$ cat config.mk
export PLATFORM = sky130hd
export DESIGN_NAME = dmcc_ctrl_flat
export DESIGN_NICKNAME = d
export VERILOG_FILES = /design/src/logic/dmcc_pkg.sv /design/src/logic/dmcc_link.sv /design/src/logic/dmcc_ctrl.sv /design/src/flat_wrapper.sv
export SDC_FILE = /design/constraint.sdc
export NUM_CORES = 1
export LEC_CHECK = 0
export BUFFER_PORTS_ARGS = -buffer_cell sky130_fd_sc_hd__buf_2
export CAP_MARGIN = 20
export CELL_PAD_IN_SITES_DETAIL_PLACEMENT = 0
export CELL_PAD_IN_SITES_GLOBAL_PLACEMENT = 1
export CORE_ASPECT_RATIO = 1.2
export CORE_MARGIN = 5
export CORE_UTILIZATION = 31
export CTS_BUF_LIST = sky130_fd_sc_hd__clkbuf_8 sky130_fd_sc_hd__clkbuf_16
export DETAILED_ROUTE_END_ITERATION = 16
export PLACE_DENSITY = 0.65
export SETUP_SLACK_MARGIN = 0.1
export SYNTH_ARGS = -nofsm -noshare
export SYNTH_HDL_FRONTEND = slang
export SYNTH_SLANG_ARGS = --single-unit
$ cat constraint.sdc
create_clock -name sys_clk -period 6.32 [get_ports sys_clk]
set_input_delay 1.264 -clock sys_clk [delete_from_list [all_inputs] [get_ports sys_clk]]
set_output_delay 1.264 -clock sys_clk [all_outputs]
set_load 0.005 [all_outputs]
$ cat src/logic/dmcc_pkg.sv
// package for loop mode and clock change sequencing between controller and memory
// assumes one system clock at 10 MHz shared by both ends
`default_nettype none
package dmcc_pkg;
    localparam int CLK_PERIOD_NS = 100;
    // timing figures in ns, plain defaults
    localparam int REG_UPDATE_NS = 1500;
    localparam int REG_GAP_NS = 400;
    localparam int CLK_HOLD_NS = 1000;
    localparam int CLK_STABLE_NS = 1000;
    localparam int EXIT_DELAY_NS = 2000;
    localparam int LOCK_SETTLE_NS = 51200;
    localparam int REG_UPDATE_CYC = (REG_UPDATE_NS + CLK_PERIOD_NS - 1) / CLK_PERIOD_NS;
    localparam int REG_GAP_CYC = (REG_GAP_NS + CLK_PERIOD_NS - 1) / CLK_PERIOD_NS;
    localparam int CLK_HOLD_CYC = (CLK_HOLD_NS + CLK_PERIOD_NS - 1) / CLK_PERIOD_NS;
    localparam int CLK_STABLE_CYC = (CLK_STABLE_NS + CLK_PERIOD_NS - 1) / CLK_PERIOD_NS;
    localparam int EXIT_DELAY_CYC = (EXIT_DELAY_NS + CLK_PERIOD_NS - 1) / CLK_PERIOD_NS;
    localparam int LOCK_SETTLE_CYC = (LOCK_SETTLE_NS + CLK_PERIOD_NS - 1) / CLK_PERIOD_NS;
    // mode word bit positions
    localparam int LOOP_OFF_BIT = 0;
    localparam int LOOP_RESET_BIT = 8;
    localparam int TERM_NOM_BIT0 = 2;
    localparam int TERM_NOM_BIT1 = 6;
    localparam int TERM_NOM_BIT2 = 9;
    localparam int TERM_WR_BIT0 = 9;
    localparam int TERM_WR_BIT1 = 10;
    localparam int CASLAT_LSB = 4;
    localparam int WCASLAT_LSB = 3;
    localparam int ADDLAT_LSB = 3;
    localparam logic [3:0] UNLOCKED_LAT = 4'h6;
    localparam logic [15:0] WORD0_RESET = 16'h0000;
    localparam logic [15:0] WORD1_RESET = 16'h0000;
    localparam logic [15:0] WORD2_RESET = 16'h0000;
    typedef enum logic [2:0] {
        DMCC_CMD_NOP, DMCC_CMD_MRS, DMCC_CMD_SR_ENTER, DMCC_CMD_SR_EXIT,
        DMCC_CMD_PD_ENTER, DMCC_CMD_PD_EXIT, DMCC_CMD_READ, DMCC_CMD_CAL_LONG
    } dmcc_cmd_e;
endpackage
`default_nettype wire

$ cat src/logic/dmcc_link.sv
// link between memory controller and memory device: commands, mode data, strobes
// assumes both ends run on sys_clk; the memory clock is modelled by memClkRun
`timescale 1ns/100ps
`default_nettype none
interface dmcc_link
    import dmcc_pkg::*;
    ();
    dmcc_cmd_e cmd;
    logic [1:0] modeSel;
    logic [15:0] modeData;
    logic clkEnable;
    logic termEnable;
    logic memClkRun;
    logic readStrobe;
    logic loopOff;
    modport ctrl (output cmd, modeSel, modeData, clkEnable, termEnable, memClkRun,
        input readStrobe, loopOff);
    modport mem (input cmd, modeSel, modeData, clkEnable, termEnable, memClkRun,
        output readStrobe, loopOff);
endinterface
`default_nettype wire

$ cat src/logic/dmcc_ctrl.sv
// Notes on behaviour
// - mode word one bit zero disables loop
// - loop bit toggled any time via sequence
// - loop off: both latencies programmed to six
// - loop off: clock period within unlocked limit
// - loop off: strobe window one cycle earlier
// - on-to-off: idle, set bit, wait, sleep, change
// - after exit hold enable high, termination low
// - rewrite mode words after exit delay
// - off-to-on: idle, sleep, hold, change, stabilise
// - hold enable, termination until lock time
// - clear loop bit, reset loop, rewrite words
// - wait lock time before locked commands
// - change clock only asleep or powered down
// - clock ignored after hold time in sleep
// - frequency within grade; slower needs loop off
// - power-down change: termination low if enabled
// - power-down: wait hold, clock held low
// - stabilise, exit, reset loop, rewrite words
// - relock: termination low, enable high
// - termination off before clock change
// - loop off keeps termination disabled
//
// controller end: sequences loop switching and clock changes
// assumes the memory end follows the link commands
`timescale 1ns/100ps
`default_nettype none
module dmcc_ctrl
    import dmcc_pkg::*;
    (
    input wire logic sys_clk,
    input wire logic rst,
    dmcc_link.ctrl link,
    input wire logic startReq,
    input wire logic toLoopOff,
    input wire logic viaPowerDown,
    input wire logic [15:0] termWord1,
    input wire logic [15:0] termWord2,
    output logic busy,
    output logic done,
    output logic clockChangeNow
);
    typedef enum {
        S_IDLE, S_SETOFF, S_WAITMOD, S_SLEEP, S_HOLD, S_CHANGE, S_STABLE,
        S_EXIT, S_EXITWAIT, S_MRS_A, S_GAP_A, S_MRS_B, S_GAP_B, S_MRS_C, S_LOCK, S_DONE
    } dmcc_state_e;
    dmcc_state_e state, next_state;
    logic [15:0] cnt, next_cnt;
    logic termAtEntry, next_termAtEntry;
    dmcc_cmd_e cmd, next_cmd;
    logic [1:0] sel, next_sel;
    logic [15:0] data, next_data;
    logic cke, next_cke, die_termination_enable, next_odt, clkRun, next_clkRun;
    logic busyR, next_busy, doneR, next_done, chg, next_chg;
    logic offMode, next_offMode, pdMode, next_pdMode;
    always_comb begin
        next_state = state;
        next_cnt = (cnt != '0) ? cnt - 16'd1 : cnt;
        next_termAtEntry = termAtEntry;
        next_cmd = DMCC_CMD_NOP;
        next_sel = sel;
        next_data = data;
        next_cke = cke;
        next_odt = die_termination_enable;
        next_clkRun = clkRun;
        next_busy = busyR;
        next_done = 1'b0;
        next_chg = 1'b0;
        next_offMode = offMode;
        next_pdMode = pdMode;
        case (state)
            S_IDLE: begin
                // loop may be switched whenever the sequence runs
                if (startReq) begin
                    next_busy = 1'b1;
                    next_offMode = toLoopOff;
                    next_pdMode = viaPowerDown && !toLoopOff;
                    // record termination features at entry
                    next_termAtEntry = termWord1[TERM_NOM_BIT0] | termWord1[TERM_NOM_BIT1]
                        | termWord1[TERM_NOM_BIT2] | termWord2[TERM_WR_BIT0] | termWord2[TERM_WR_BIT1];
                    // termination off before any step
                    next_odt = 1'b0;
                    next_state = toLoopOff ? S_SETOFF : S_SLEEP;
                end
            end
            S_SETOFF: begin
                // set the loop-disable bit, termination fields zero
                next_cmd = DMCC_CMD_MRS;
                next_sel = 2'd1;
                next_data = 16'h0001;
                next_cnt = 16'(REG_UPDATE_CYC);
                next_state = S_WAITMOD;
            end
            S_WAITMOD: if (cnt == '0) next_state = S_SLEEP;
            S_SLEEP: begin
                next_cmd = pdMode ? DMCC_CMD_PD_ENTER : DMCC_CMD_SR_ENTER;
                next_cke = 1'b0;
                next_cnt = 16'(CLK_HOLD_CYC);
                next_state = S_HOLD;
            end
            // change only after hold time, in sleep or power-down
            S_HOLD: if (cnt == '0) begin
                next_clkRun = 1'b0;
                next_chg = 1'b1;
                next_state = S_CHANGE;
            end
            S_CHANGE: begin
                // new rate stays in grade; clock resumes stable
                next_clkRun = 1'b1;
                next_cnt = 16'(CLK_STABLE_CYC);
                next_state = S_STABLE;
            end
            S_STABLE: if (cnt == '0) next_state = S_EXIT;
            S_EXIT: begin
                next_cmd = pdMode ? DMCC_CMD_PD_EXIT : DMCC_CMD_SR_EXIT;
                // enable high, termination low through relock
                next_cke = 1'b1;
                next_odt = 1'b0;
                next_cnt = 16'(EXIT_DELAY_CYC);
                next_state = S_EXITWAIT;
            end
            S_EXITWAIT: if (cnt == '0) next_state = S_MRS_A;
            S_MRS_A: begin
                next_cmd = DMCC_CMD_MRS;
                if (offMode) begin
                    // latencies set to six with loop off
                    next_sel = 2'd2;
                    next_data = 16'(UNLOCKED_LAT - 4'd5) << WCASLAT_LSB;
                end else if (pdMode) begin
                    next_sel = 2'd0;
                    next_data = 16'h0100;
                end else begin
                    next_sel = 2'd1;
                    next_data = 16'h0000;
                end
                next_cnt = 16'(REG_GAP_CYC);
                next_state = S_GAP_A;
            end
            S_GAP_A: if (cnt == '0) next_state = S_MRS_B;
            S_MRS_B: begin
                next_cmd = DMCC_CMD_MRS;
                next_sel = 2'd0;
                if (offMode)
                    next_data = 16'(UNLOCKED_LAT - 4'd4) << CASLAT_LSB;
                else
                    next_data = 16'h0100; // loop reset
                next_cnt = offMode ? 16'(REG_UPDATE_CYC) : 16'(REG_GAP_CYC);
                next_state = offMode ? S_LOCK : S_GAP_B;
            end
            S_GAP_B: if (cnt == '0) next_state = S_MRS_C;
            S_MRS_C: begin
                next_cmd = DMCC_CMD_MRS;
                next_sel = 2'd2;
                next_data = termWord2;
                // wait lock time before locked commands
                next_cnt = 16'(LOCK_SETTLE_CYC);
                next_state = S_LOCK;
            end
            S_LOCK: if (cnt == '0) begin
                next_state = S_DONE;
            end
            S_DONE: begin
                // one read to realign capture, only after any lock wait
                next_cmd = DMCC_CMD_READ;
                // termination control returns high only if it was in use
                next_odt = termAtEntry && !offMode;
                next_busy = 1'b0;
                next_done = 1'b1;
                next_state = S_IDLE;
            end
            default: next_state = S_IDLE;
        endcase
    end
    always_ff @(posedge sys_clk) begin
        if (rst) begin
            state <= S_IDLE;
            cnt <= '0;
            termAtEntry <= 1'b0;
            cmd <= DMCC_CMD_NOP;
            sel <= 2'd0;
            data <= 16'h0000;
            cke <= 1'b1;
            die_termination_enable <= 1'b0;
            clkRun <= 1'b1;
            busyR <= 1'b0;
            doneR <= 1'b0;
            chg <= 1'b0;
            offMode <= 1'b0;
            pdMode <= 1'b0;
        end else begin
            state <= next_state;
            cnt <= next_cnt;
            termAtEntry <= next_termAtEntry;
            cmd <= next_cmd;
            sel <= next_sel;
            data <= next_data;
            cke <= next_cke;
            die_termination_enable <= next_odt;
            clkRun <= next_clkRun;
            busyR <= next_busy;
            doneR <= next_done;
            chg <= next_chg;
            offMode <= next_offMode;
            pdMode <= next_pdMode;
        end
    end
    assign link.cmd = cmd;
    assign link.modeSel = sel;
    assign link.modeData = data;
    assign link.clkEnable = cke;
    assign link.termEnable = die_termination_enable;
    assign link.memClkRun = clkRun;
    assign busy = busyR;
    assign done = doneR;
    assign clockChangeNow = chg;
endmodule
`default_nettype wire

$ cat src/flat_wrapper.sv
// flat-port wrapper written by rule: the top's interface ports become plain ports
module dmcc_ctrl_flat import dmcc_pkg::*;
  (sys_clk, rst, startReq, toLoopOff, viaPowerDown, termWord1, termWord2, busy, done, clockChangeNow, link_cmd, link_modeSel, link_modeData, link_clkEnable, link_termEnable, link_memClkRun, link_readStrobe, link_loopOff);
  dmcc_link link_i ();
  input wire logic sys_clk;
  input wire logic rst;
  input wire logic startReq;
  input wire logic toLoopOff;
  input wire logic viaPowerDown;
  input wire logic [15:0] termWord1;
  input wire logic [15:0] termWord2;
  output logic busy;
  output logic done;
  output logic clockChangeNow;
  output wire logic [$bits(link_i.cmd)-1:0] link_cmd;
  output wire logic [$bits(link_i.modeSel)-1:0] link_modeSel;
  output wire logic [$bits(link_i.modeData)-1:0] link_modeData;
  output wire logic [$bits(link_i.clkEnable)-1:0] link_clkEnable;
  output wire logic [$bits(link_i.termEnable)-1:0] link_termEnable;
  output wire logic [$bits(link_i.memClkRun)-1:0] link_memClkRun;
  input wire logic [$bits(link_i.readStrobe)-1:0] link_readStrobe;
  input wire logic [$bits(link_i.loopOff)-1:0] link_loopOff;
  assign link_cmd = link_i.cmd;
  assign link_modeSel = link_i.modeSel;
  assign link_modeData = link_i.modeData;
  assign link_clkEnable = link_i.clkEnable;
  assign link_termEnable = link_i.termEnable;
  assign link_memClkRun = link_i.memClkRun;
  assign link_i.readStrobe = link_readStrobe;
  assign link_i.loopOff = link_loopOff;
  dmcc_ctrl u_core (.sys_clk(sys_clk), .rst(rst), .link(link_i), .startReq(startReq), .toLoopOff(toLoopOff), .viaPowerDown(viaPowerDown), .termWord1(termWord1), .termWord2(termWord2), .busy(busy), .done(done), .clockChangeNow(clockChangeNow));
endmodule
# --- Word-level counts from Yosys, hierarchy flattened ---
# Cells that the tools add are included.
# Widths: inputs -> output; s select.
classes:
  reduce_logical: 21
  muxes: 33
  n_eq_ne: 23
  n_bitwise: 5
  n_addsub: 1
ops:
  columns: ["operator", "count"]
  rows:
  - ["$pmux 32 s15", 1]
  - ["$eq 32x4->1 const B", 8]
  - ["$mux 32", 8]
  - ["$eq 32x3->1 const B", 4]
  - ["$pmux 16 s6", 1]
  - ["$eq 32x2->1 const B", 2]
  - ["$pmux 16 s4", 1]
  - ["$eq 32x1->1 const B", 1]
  - ["$logic_not 32->1", 1]
  - ["$mux 16", 2]
  - ["$mux 9", 2]
  - ["$logic_not 16->1", 1]
  - ["$reduce_bool 16->1", 1]
  - ["$sub 16x1->16 const B", 1]
  - ["$ne 2x1->1 const B", 7]
  - ["$pmux 3 s4", 1]
  - ["$pmux 2 s4", 1]
  - ["$reduce_and 2->1", 4]
  - ["$reduce_and 8->1", 1]
  - ["$reduce_bool 7->1", 1]
  - ["$mux 1", 6]
  - ["$mux 2", 3]
  - ["$mux 3", 2]
  - ["$pmux 1 s2", 3]
  - ["other kinds (12)", 20]
word_totals:
  word_cells: 97
  register_bits: 78
  input_bits: 39
  output_inout_bits: 27

# --- Logic depth before layout (Yosys ltp) ---
# Gate-level depths: netlist of run 1.
logic_depth:
  word_depth: 4
  mapped_depth: 6
  mapped_depth_nobuf: 6

# --- Worst setup path before layout of run 1 ---
# Ideal clock, no wire load.
synth_path:
  kind: "flip-flop to flip-flop"
  start: "register u_core.cnt[0]"
  end: "register u_core.cnt[12]"
  synth_period_minus_slack_ns: 2.115
  arrival_ns: 2.045
  n_path_buf: 0
  path_stages_with_launch: 7
  setup_time_ns: 0.070
  slack_ns: 4.205
  required_time_ns: 6.250
  cell_sequence: "dfxtp_1 > inv_1 > ha_1 > or4b_4 > or3_4 > or4_1 > a21oi_1"
synth_via:
  elab_chain_len: 3
  word_cells_on_any_way: 5
  cone_classes: "add/sub (1); mux (2); reduce/logical (2)"
synth_rtl:
  columns: ["element", "line_no", "rtl"]
  rows:
  - ["start: declaration", "dmcc_ctrl.sv:48", "logic [15:0] cnt, next_cnt;"]
  - ["start signal: assignment", "dmcc_ctrl.sv:192", "cnt <= next_cnt;"]
  - ["$sub 16x1->16", "dmcc_ctrl.sv:58", "next_cnt = (cnt != '0) ? cnt - 16'd1 : cnt;"]
  - ["$mux 16", "dmcc_ctrl.sv:58", null]
  - ["$pmux 16 s6", "dmcc_ctrl.sv:71", "case (state)"]
# Parallel ways exist; a longest one is shown, timed or not. The select of a mux whose other input is x is not followed.
# A chain may end at the register's enable or synchronous reset.

# --- Worst setup path after layout of run 1 ---
layout_path:
  start: "register u_core.state[1]"
  end: "register u_core.cnt[2]"
layout_via:
  elab_chain_len: 3
  word_cells_on_any_way: 10
  cone_classes: "eq/ne (7); mux (1); reduce/logical (2)"
layout_rtl:
  columns: ["element", "line_no", "rtl"]
  rows:
  - ["start: declaration", "dmcc_ctrl.sv:47", "dmcc_state_e state, next_state;"]
  - ["start signal: assignment", "dmcc_ctrl.sv:191", "state <= next_state;"]
  - ["$eq 32x2->1 / $eq 32x3->1 (equally long branches)", "dmcc_ctrl.sv:71", null]
  - ["$reduce_or 2->1 (no source line)", null, null]
  - ["$pmux 16 s6 / $reduce_bool 7->1 (equally long branches)", null, null]
# Parallel ways exist; a longest one is shown, timed or not.

==> flow_metrics.tcl, run 1 <==
set metrics [dict create \
    worst_ep_arrival_time_ns 2.57 \
    cts_max_path_buffers 2 \
    cp_max_fo 18 \
    drc 0 \
    hold_path_end "u_core.link.modeSel[0]" \
    timing.slew.headroom_pct 40.1 \
    hp-class "reg2reg" \
    yosysSeqAreaShare_pct 44.4 \
    layout_common_cells "50 x buf_2, 50 x dfxtp_1, 35 x nor2_1" \
    met2_usage_pct 23.2 \
    synthCells 260 \
    status "finished, final reports clean" \
    cp_cell_sequence "nand3_1 -> a2111oi_4 -> and2_1 -> a2111oi_0" \
    die_area_mm2 0.00909 \
    grt-busiest-layer "met2" \
    post_cts_buffers 0 \
    h-tree-depth 2 \
    clk_pin_slew_ns 0.09 \
    tritoncts "built" \
    rrSetupSlack_ns 3.88 \
    diodes 0 \
    place_ws_ns 3.68 \
    hpwlAfterDp_mm 4.09 \
    r2r_cells 4 \
    path_class "reg2reg" \
    root_buffer "clkbuf_8" \
    use_met1_pct 14.9 \
    hold_viol_final 0 \
    p_leak_nw 1.09 \
    period_share_pct 38.6 \
    worstHoldPathCells 2 \
    synth-compound-area-share_pct 22.8 \
    multi_input_area_mm2 0.00115 \
    totalWireLength_mm 5.68 \
    tightest_slew_ns 0.897 \
    postRouteAntennaNets 0 \
    fin_setup_tns_ns 0 \
    crit_family "compound AO/OA/AOI/OAI gates" \
    grtUsageMet3_pct 3.41 \
    port_buffers 50 \
    synthXorXnorAreaFrac_pct 2.33 \
    synthAdderAreaFrac_pct 0.555 \
    ys.flop_type "dfxtp_1" \
    synth.avg_cell_area_um2 8.68 \
    final_max_slew_viol_count 0 \
    drt_iter0_markers 111 \
    yosys.area_share.simple_pct 22.6 \
    async_reset_ff_share_pct 0 \
    critical_path.slowest_cell "a2111oi_4" \
    powerDensity_mw_per_mm2 385 \
    initial_core_util_pct 31.4 \
    cap_violations 0 \
    cpPeakStageDelay_ns 0.73 \
    grt_pass1_wl_mm 9.46 \
    grt_max_degree 39 \
    grt_pass1_vias 2037 \
    critPathLaunch "u_core.state[1]" \
    grt_antenna_before_repair 0 \
    cp_data_required_time_ns 6.45 \
    final_nets 342 \
    cts_sinks 50 \
    fin_cells 393 \
    pin_count 66 \
    syn-num-nets 300 \
    cp_num_buf_inv 0 \
    die_w_um 87.9 \
    worst_slack_ns 3.88 \
    peakVddDrop_uv 131 \
    synthMuxAreaShare_pct 2.66 \
    post-place-cells 385 \
    yosysUniqueCellTypes 52 \
    min-delay-start "u_core.link.modeSel[0]" \
    fin_crit_ns 2.44 \
    reg2reg_from "u_core.state[1]" \
    syn-cell-area_mm2 0.00226 \
    grt_use_total_pct 13.0 \
    post_drt_wl_per_cell_um 14.5 \
    fmax_mhz 410 \
    rsz0062_at_grt "no" \
    regArea_mm2 0.00100 \
    power_mw 1.03 \
    startpoint_type "flip-flop" \
    drive_above_1_share_pct 22.4 \
    grt_overflow 0 \
    ys_warn_count 0 \
    syn2layout_area_growth_pct 18.1 \
    r2r_end "u_core.cnt[2]" \
    crit_path_end_kind "flip-flop" \
    setup_viol 0 \
    dr.pass1.iters 4 \
    place.gp.congestion 0.767 \
    fin_skew_ns 0.00658 \
    cts_resized 0 \
    core_mm2 0.00719 \
    dieHeight_um 103 \
    clock_latency_ns 0.30 \
    fp-row-count 34 \
    synth_top_family_by_area "compound AO/OA/AOI/OAI gates" \
    synth_edf_count 0 \
    synth_seq_cells 50 \
    holdBufCountCts 0 \
    cts_inserted_buffers 5 \
    via_per_inst 5.22 \
    num_vias 2050 \
    num-fill-cells 745 \
]
## tightest hold or removal path, stage by stage, from the launching register on
cell and delay [ns]:
dfxtp_1 0.32, inv_1 0.04, a221oi_1 0.06
## worst max-delay path by stage
| stage | end | slack (ns) | depth (start not counted) |
|---|---|---|---|
| 2_1_floorplan | u_core.cnt[12] | 4.21 | 6 |
| 3_3_place_gp | u_core.cnt[8] | 3.67 | 4 |
| 3_5_place_dp | u_core.cnt[8] | 3.68 | 4 |
| 4_1_cts | u_core.cnt[2] | 3.90 | 4 |
| 5_1_grt | u_core.cnt[2] | 3.71 | 4 |
| 6_report | u_core.cnt[2] | 3.88 | 4 |
## state kept, by name, summed over array words and instances (netlist names), 2 cells and up
name                  flops
u_core.link.modeData     16
u_core.link.cmd           3
u_core.link.modeSel       2
u_core.state              4
u_core.cnt               16
## logic make-up after synthesis
logic type                 after synthesis
DFF                                     50
AOI/OAI and AO/OA                       68
xor gates and xnor gates                 6
adders and majority gates                1
and+or+nand+nor                        101
muxes                                    6
buffers and inverters                   28
## routing by layer
layer	up-vias	part of all wire (%)	wire length, µm
li1	1030	-	-
met2	46	49	2770
met3	8	5.0	285
met4	0	1.4	81
met1	966	45	2540
met5	-	0	0
## report_power, final
group,switching [mW],total (mW),internal (mW)
logic,0.229,0.408,0.179
clock network,0.101,0.188,0.0869
registers,0.0667,0.431,0.364
## layout make-up
type	count	area share, %
tap	90	4.23
inverter	11	1.55
multi-input combinational	182	43.1
timing repair buffer	52	10.1
clock inverter	2	0.329
clock buffer	6	3.10
sequential	50	37.6
## cells in the mapped netlist (2+ instances only)
cell       number  area, µm²
nor3b_1         2       15.0
or2_2           2       12.5
nor3_1         11       55.1
a2111oi_0       3       26.3
or3_1           2       12.5
a22oi_1        12       90.1
nand3_1         9       45.0
a221oi_1        2       17.5
and3_1          2       12.5
nor2_1         35        131
nand3b_1        2       15.0
dfxtp_1        50       1000
inv_1          11       41.3
nor2b_1         4       25.0
a21oi_1        14       70.1
or4_1           3       22.5
o32ai_1         2       17.5
o21ai_0         7       35.0
a311oi_1        3       26.3
clkbuf_1       15       56.3
a211oi_1        6       45.0
o311a_1         2       20.0
nor4_1          3       18.8
xor2_1          5       43.8
a2bb2oi_1       2       17.5
a221o_1         2       20.0
nand2b_1        5       31.3
nand2_1        15       56.3
mux2i_1         6       60.1
## per-stage QoR
stage | util [%] | area [µm²] | hold slack [ns]
floorplan | - | 2260 | 0.437
global placement | 35.6 | 2560 | 0.452
detailed placement | 35.8 | 2570 | 0.464
CTS | 37.1 | 2660 | 0.477
global route | 37.1 | 2660 | 0.497
finish | 37.1 | 2660 | 0.469
No activity file was read; power rests on OpenSTA's default activity.
==> run 2: changes to the inputs <==
--- a/config.mk
+++ b/config.mk
@@ -5,6 +5,7 @@
 export SDC_FILE = /design/constraint.sdc
 export NUM_CORES = 1
 export LEC_CHECK = 0
+export ABC_AREA = 1
 export BUFFER_PORTS_ARGS = -buffer_cell sky130_fd_sc_hd__buf_2
 export CAP_MARGIN = 20
 export CELL_PAD_IN_SITES_DETAIL_PLACEMENT = 0
@@ -14,7 +15,7 @@
 export CORE_UTILIZATION = 31
 export CTS_BUF_LIST = sky130_fd_sc_hd__clkbuf_8 sky130_fd_sc_hd__clkbuf_16
 export DETAILED_ROUTE_END_ITERATION = 16
-export PLACE_DENSITY = 0.65
+export PLACE_DENSITY = 0.67
 export SETUP_SLACK_MARGIN = 0.1
 export SYNTH_ARGS = -nofsm -noshare
 export SYNTH_HDL_FRONTEND = slang
==> constraint.sdc (replaced) <==
create_clock -name sys_clk -period 2.34 [get_ports sys_clk]
set_input_delay 0.468 -clock sys_clk [delete_from_list [all_inputs] [get_ports sys_clk]]
set_output_delay 0.468 -clock sys_clk [all_outputs]
set_load 0.005 [all_outputs]
==> flow_metrics.tcl, run 2 <==
set metrics [dict create \
    synth_top_area_cell "dfxtp_1" \
    yosysUniqueCellTypes 30 \
    synth_commonest_cells "71 x nor2_1, 59 x nand2_1, 50 x dfxtp_1, 32 x nand3_1, 31 x inv_1" \
    status "finished, final reports clean" \
    drt_iter0_markers 81 \
    synthCells 340 \
    initial_core_util_pct 31.7 \
    hpwlAfterDp_mm 4.86 \
    r2r_cells 7 \
    post_cts_buffers 0 \
    syn2layout_area_growth_pct 16.8 \
    h-tree-depth 2 \
    fin_skew_ns 0.00844 \
    crit_path_end_kind "flip-flop" \
    num_vias 2314 \
    final_max_slew_viol_count 0 \
    grt_use_total_pct 13.7 \
    synth_top_area_share_pct 41.0 \
    cp_cell_sequence "inv_2 -> nand2_2 -> nor2_4 -> nor2_1 -> nand3_1 -> nor2_2 -> nor3_1" \
    grt_overflow 0 \
    grt_antenna_before_repair 0 \
    cpPeakStageDelay_ns 0.59 \
    cts_inserted_buffers 5 \
    cts_sinks 50 \
    cp_data_required_time_ns 2.53 \
    hold_viol_final 0 \
    utilization_pct 37.0 \
    holdBufCountCts 0 \
    cts_resized 0 \
    use_met1_pct 16.1 \
    clk_pin_slew_ns 0.10 \
    regArea_mm2 0.00100 \
    timing.slew.headroom_pct 71.4 \
    cap_violations 0 \
    hp-class "in2reg" \
    die_area_mm2 0.00976 \
    peakVddDrop_uv 439 \
    synth_edf_count 0 \
    cp_num_buf_inv 1 \
    drive_above_1_share_pct 22.6 \
    syn-num-nets 380 \
    place.gp.congestion 0.760 \
    fmax_mhz 601 \
    async_reset_ff_share_pct 0 \
    post_drt_wl_per_cell_um 13.3 \
    ys.flop_type "dfxtp_1" \
    fin_setup_tns_ns 0 \
    synth_seq_cells 50 \
    layout_common_cells "71 x nor2_1, 59 x nand2_1, 50 x buf_2, 50 x dfxtp_1, 32 x nand3_1" \
    synth.avg_cell_area_um2 7.18 \
    rsz0062_at_grt "no" \
    syn-cell-area_mm2 0.00244 \
    grt-busiest-layer "met2" \
    multi_input_area_mm2 0.00125 \
    path_class "reg2reg" \
    totalWireLength_mm 6.41 \
    grt_max_degree 35 \
    met2_usage_pct 25.1 \
    fp-row-count 35 \
    grt_pass1_wl_mm 11.0 \
    period_share_pct 71.1 \
    pin_count 66 \
    fin_crit_ns 1.66 \
    powerDensity_mw_per_mm2 1070 \
    via_per_inst 4.80 \
    synth.most_common_cell "nor2_1" \
    root_buffer "clkbuf_8" \
    diodes 0 \
    final_nets 429 \
    yosysSeqAreaShare_pct 41.0 \
    final_common_cell "nor2_1" \
    dieHeight_um 107 \
    worst_ep_arrival_time_ns 1.85 \
    tightest_slew_ns 0.429 \
    drc 0 \
    tritoncts "built" \
    startpoint_type "flip-flop" \
    dr.pass1.iters 4 \
    crit_family "simple AND/OR/NAND/NOR gates" \
    ys_warn_count 0 \
    core_mm2 0.00771 \
    grtUsageMet3_pct 3.16 \
    p_leak_nw 1.37 \
    die_w_um 91.0 \
    critical_path.slowest_cell "dfxtp_1" \
    synth_area_leaders "dfxtp_1 41%, nor2_1 11%, nand2_1 9.1%" \
    worstHoldPathCells 3 \
    postRouteAntennaNets 0 \
    num-fill-cells 857 \
    cp_max_fo 7 \
    grt_pass1_vias 2341 \
    port_buffers 50 \
    cts_max_path_buffers 2 \
    cp.depth 7 \
    setup_viol 0 \
    clock_latency_ns 0.31 \
]
==> run 2: changes by cell type after synthesis, moves of 6 or more <==
cell and delta:
mux2i_1 -6, clkbuf_1 -10, o21ai_0 +10, nor2_1 +36, nand2_2 +7, a211oi_1 -6, nand3_1 +23, nand2_1 +44
inv_1 +20
==> run 2: kinds of logic after synthesis <==
logic type	synth area share, %
DFF	41.0
adders and majority gates	0.512
xor gates and xnor gates	2.15
buffers and inverters	7.99
AOI/OAI and AO/OA	14.4
and+or+nand+nor	34.0
==> run 2: per-layer routing <==
layer  up-vias  routed length [µm]
met5         -                   0
met1      1058                2830
li1       1198                   -
met2        52                3140
met3         6                 367
met4         0                  73
==> run 2: worst register-to-register path: cells and delay by family, from the launching register on <==
family | cells | cell delay, ns
simple gates | 6 | 0.84
flops | 1 | 0.59
buf+inv | 1 | 0.12
==> run 2: power breakdown <==
group | switching (mW) | internal (mW) | total, mW
combinational | 0.914 | 0.470 | 1.38
clock | 0.322 | 0.217 | 0.539
sequential | 0.131 | 0.997 | 1.13
==> run 2: final timing paths <==
path	start	end	slack, ns
hold / removal	termWord2[12]	u_core.link.modeData[12]	0.39
setup / recovery	u_core.state[1]	u_core.cnt[10]	0.68
setup reg to reg	u_core.state[1]	u_core.cnt[10]	0.68
hold reg to reg	u_core.link.memClkRun	u_core.link.memClkRun	0.48
==> run 2: area by class of cell <==
type | count | area share [%]
well taps | 92 | 4.04
flip-flops and latches | 50 | 35.1
repair buffers | 51 | 9.04
clock inverters | 3 | 0.790
multi-input cells | 245 | 43.7
clock buffers | 5 | 2.41
inverters | 36 | 4.91
==> run 2: per-stage QoR <==
stage	power [mW]	hold WS, ns	cell area, µm²	instances	setup slack (ns)
floorplan	2.21	0.453	2440	340	0.971
global placement	2.53	0.451	2760	474	0.699
detailed placement	2.54	0.457	2760	474	0.700
CTS	3.08	0.389	2850	482	0.687
global route	3.36	0.382	2850	482	0.460
finish	3.05	0.394	2850	482	0.677
==> run 3: changes to the inputs <==
==> constraint.sdc (replaced) <==
create_clock -name sys_clk -period 1.55 [get_ports sys_clk]
set_input_delay 0.31 -clock sys_clk [delete_from_list [all_inputs] [get_ports sys_clk]]
set_output_delay 0.31 -clock sys_clk [all_outputs]
set_load 0.005 [all_outputs]
==> flow_metrics.tcl, run 3 (synthesis results as in run 2) <==
set metrics [dict create \
    grt_max_degree 35 \
    drc 0 \
    final_max_slew_viol_count 0 \
    holdBufCountCts 0 \
    dieHeight_um 107 \
    power_mw 5.30 \
    clock_latency_ns 0.30 \
    timing.hold.ws_ns 0.244 \
    post-place-cells 502 \
    period_share_pct 89.7 \
    path_class "reg2reg" \
    die_w_um 91.0 \
    tritoncts "built" \
    fin_skew_ns 0.00568 \
    core_mm2 0.00771 \
    cpPeakStageDelay_ns 0.38 \
    cp_cell_sequence "inv_4 -> nand2_1 -> nor2_4 -> buf_12 -> nor2_8 -> buf_4 -> a22oi_1 -> nor2_1" \
    pin_count 66 \
    tightest_slew_ns 0.398 \
    grt_pass1_wl_mm 11.2 \
    grt_pass1_vias 2397 \
    worst_ep_arrival_time_ns 1.58 \
    totalWireLength_mm 6.73 \
    cts_sinks 50 \
    cts_max_path_buffers 2 \
    peakVddDrop_uv 762 \
    grt_antenna_before_repair 0 \
    initial_core_util_pct 31.7 \
    setup_viol 0 \
    p_leak_nw 1.57 \
    die_area_mm2 0.00976 \
    cts_inserted_buffers 5 \
    fin_crit_ns 1.39 \
    final_nets 461 \
    grt_use_total_pct 13.9 \
    rsz0062_at_grt "yes" \
    root_buffer "clkbuf_8" \
    num-fill-cells 819 \
    post_drt_wl_per_cell_um 13.1 \
    place.gp.congestion 0.817 \
    grt_overflow 0 \
    fin_setup_tns_ns 0 \
    hold_viol_final 0 \
    powerDensity_mw_per_mm2 1620 \
    postPlaceCellArea_mm2 0.00298 \
    cp_max_fo 5 \
    critical_path.slowest_cell "dfxtp_4" \
    fp-row-count 35 \
    hp-class "in2reg" \
    cap_violations 0 \
    layout_common_cells "60 x nor2_1, 54 x nand2_1, 50 x buf_2" \
    drive_above_1_share_pct 35.3 \
    postRouteAntennaNets 0 \
    final_common_cell "nor2_1" \
    syn2layout_area_growth_pct 33.7 \
    timing.slew.headroom_pct 73.5 \
    stdcell_area_mm2 0.00327 \
    dr.pass1.iters 4 \
    fin_cells 514 \
    fmax_mhz 719 \
    cp_data_required_time_ns 1.74 \
    port_buffers 50 \
    hpwlAfterDp_mm 5.07 \
    num_vias 2438 \
    clk_pin_slew_ns 0.10 \
    via_per_inst 4.74 \
    drt_iter0_markers 82 \
    diodes 0 \
    h-tree-depth 2 \
    startpoint_type "flip-flop" \
    status "finished, final reports clean" \
    crit_path_end_kind "flip-flop" \
]
-- run 3: worst paths after layout --
| check | from | depth (start not counted) | slack [ns] | to |
|---|---|---|---|---|
| hold reg to reg | u_core.link.modeSel[1] | 2 | 0.47 | u_core.link.modeSel[1] |
| setup / recovery | u_core.state[2] | 8 | 0.16 | u_core.link.modeData[14] |
| setup reg to reg | u_core.state[2] | 8 | 0.16 | u_core.link.modeData[14] |
| hold / removal | termWord2[0] | 3 | 0.24 | u_core.link.modeData[0] |
-- run 3: where the power goes --
part,internal [mW],leakage (nW),switching (mW)
logic,1.06,1.10,1.56
registers,1.52,0.410,0.213
clock network,0.485,0.0585,0.471
total,3.06,1.57,2.24
-- run 3: final cells by class --
type | instances | area (µm²) | share of cell area (%)
clock buffers | 5 | 68.8 | 2.11
clock inverters | 3 | 43.8 | 1.34
inverters | 36 | 143 | 4.37
multi-input cells | 245 | 1350 | 41.5
flip-flops and latches | 50 | 1010 | 31.1
well taps | 92 | 115 | 3.52
repair buffers | 83 | 527 | 16.1
-- run 3: repair_timing --
action	CTS	global route
setup endpoints to repair	26	41
pin swaps	2	8
setup buffers	0	4
resized for setup	5	40
-- run 3: layer usage --
metal	vias up	global-route usage, %	share of wire [%]
met5	-	0	0
met4	0	3.35	1.1
met3	6	3.09	4.6
met2	54	25.2	51
met1	1119	16.5	43
li1	1259	-	-
-- run 3: worst max-delay path, delay by kind of cell (launching register included) --
kind / cells / cell delay, ns
AOI/OAI and AO/OA: 1 / 0.14
buffers and inverters: 3 / 0.36
DFF: 1 / 0.38
and+or+nand+nor: 4 / 0.39
-- run 3: stage by stage --
| step | worst slack, ns | util, % |
|---|---|---|
| global placement | 0.0319 | 38.7 |
| finish | 0.159 | 42.4 |
| CTS | 0.102 | 40.3 |
| detailed placement | 0.0434 | 38.7 |
| global route | 0.0712 | 42.4 |
| floorplan | 0.181 | - |
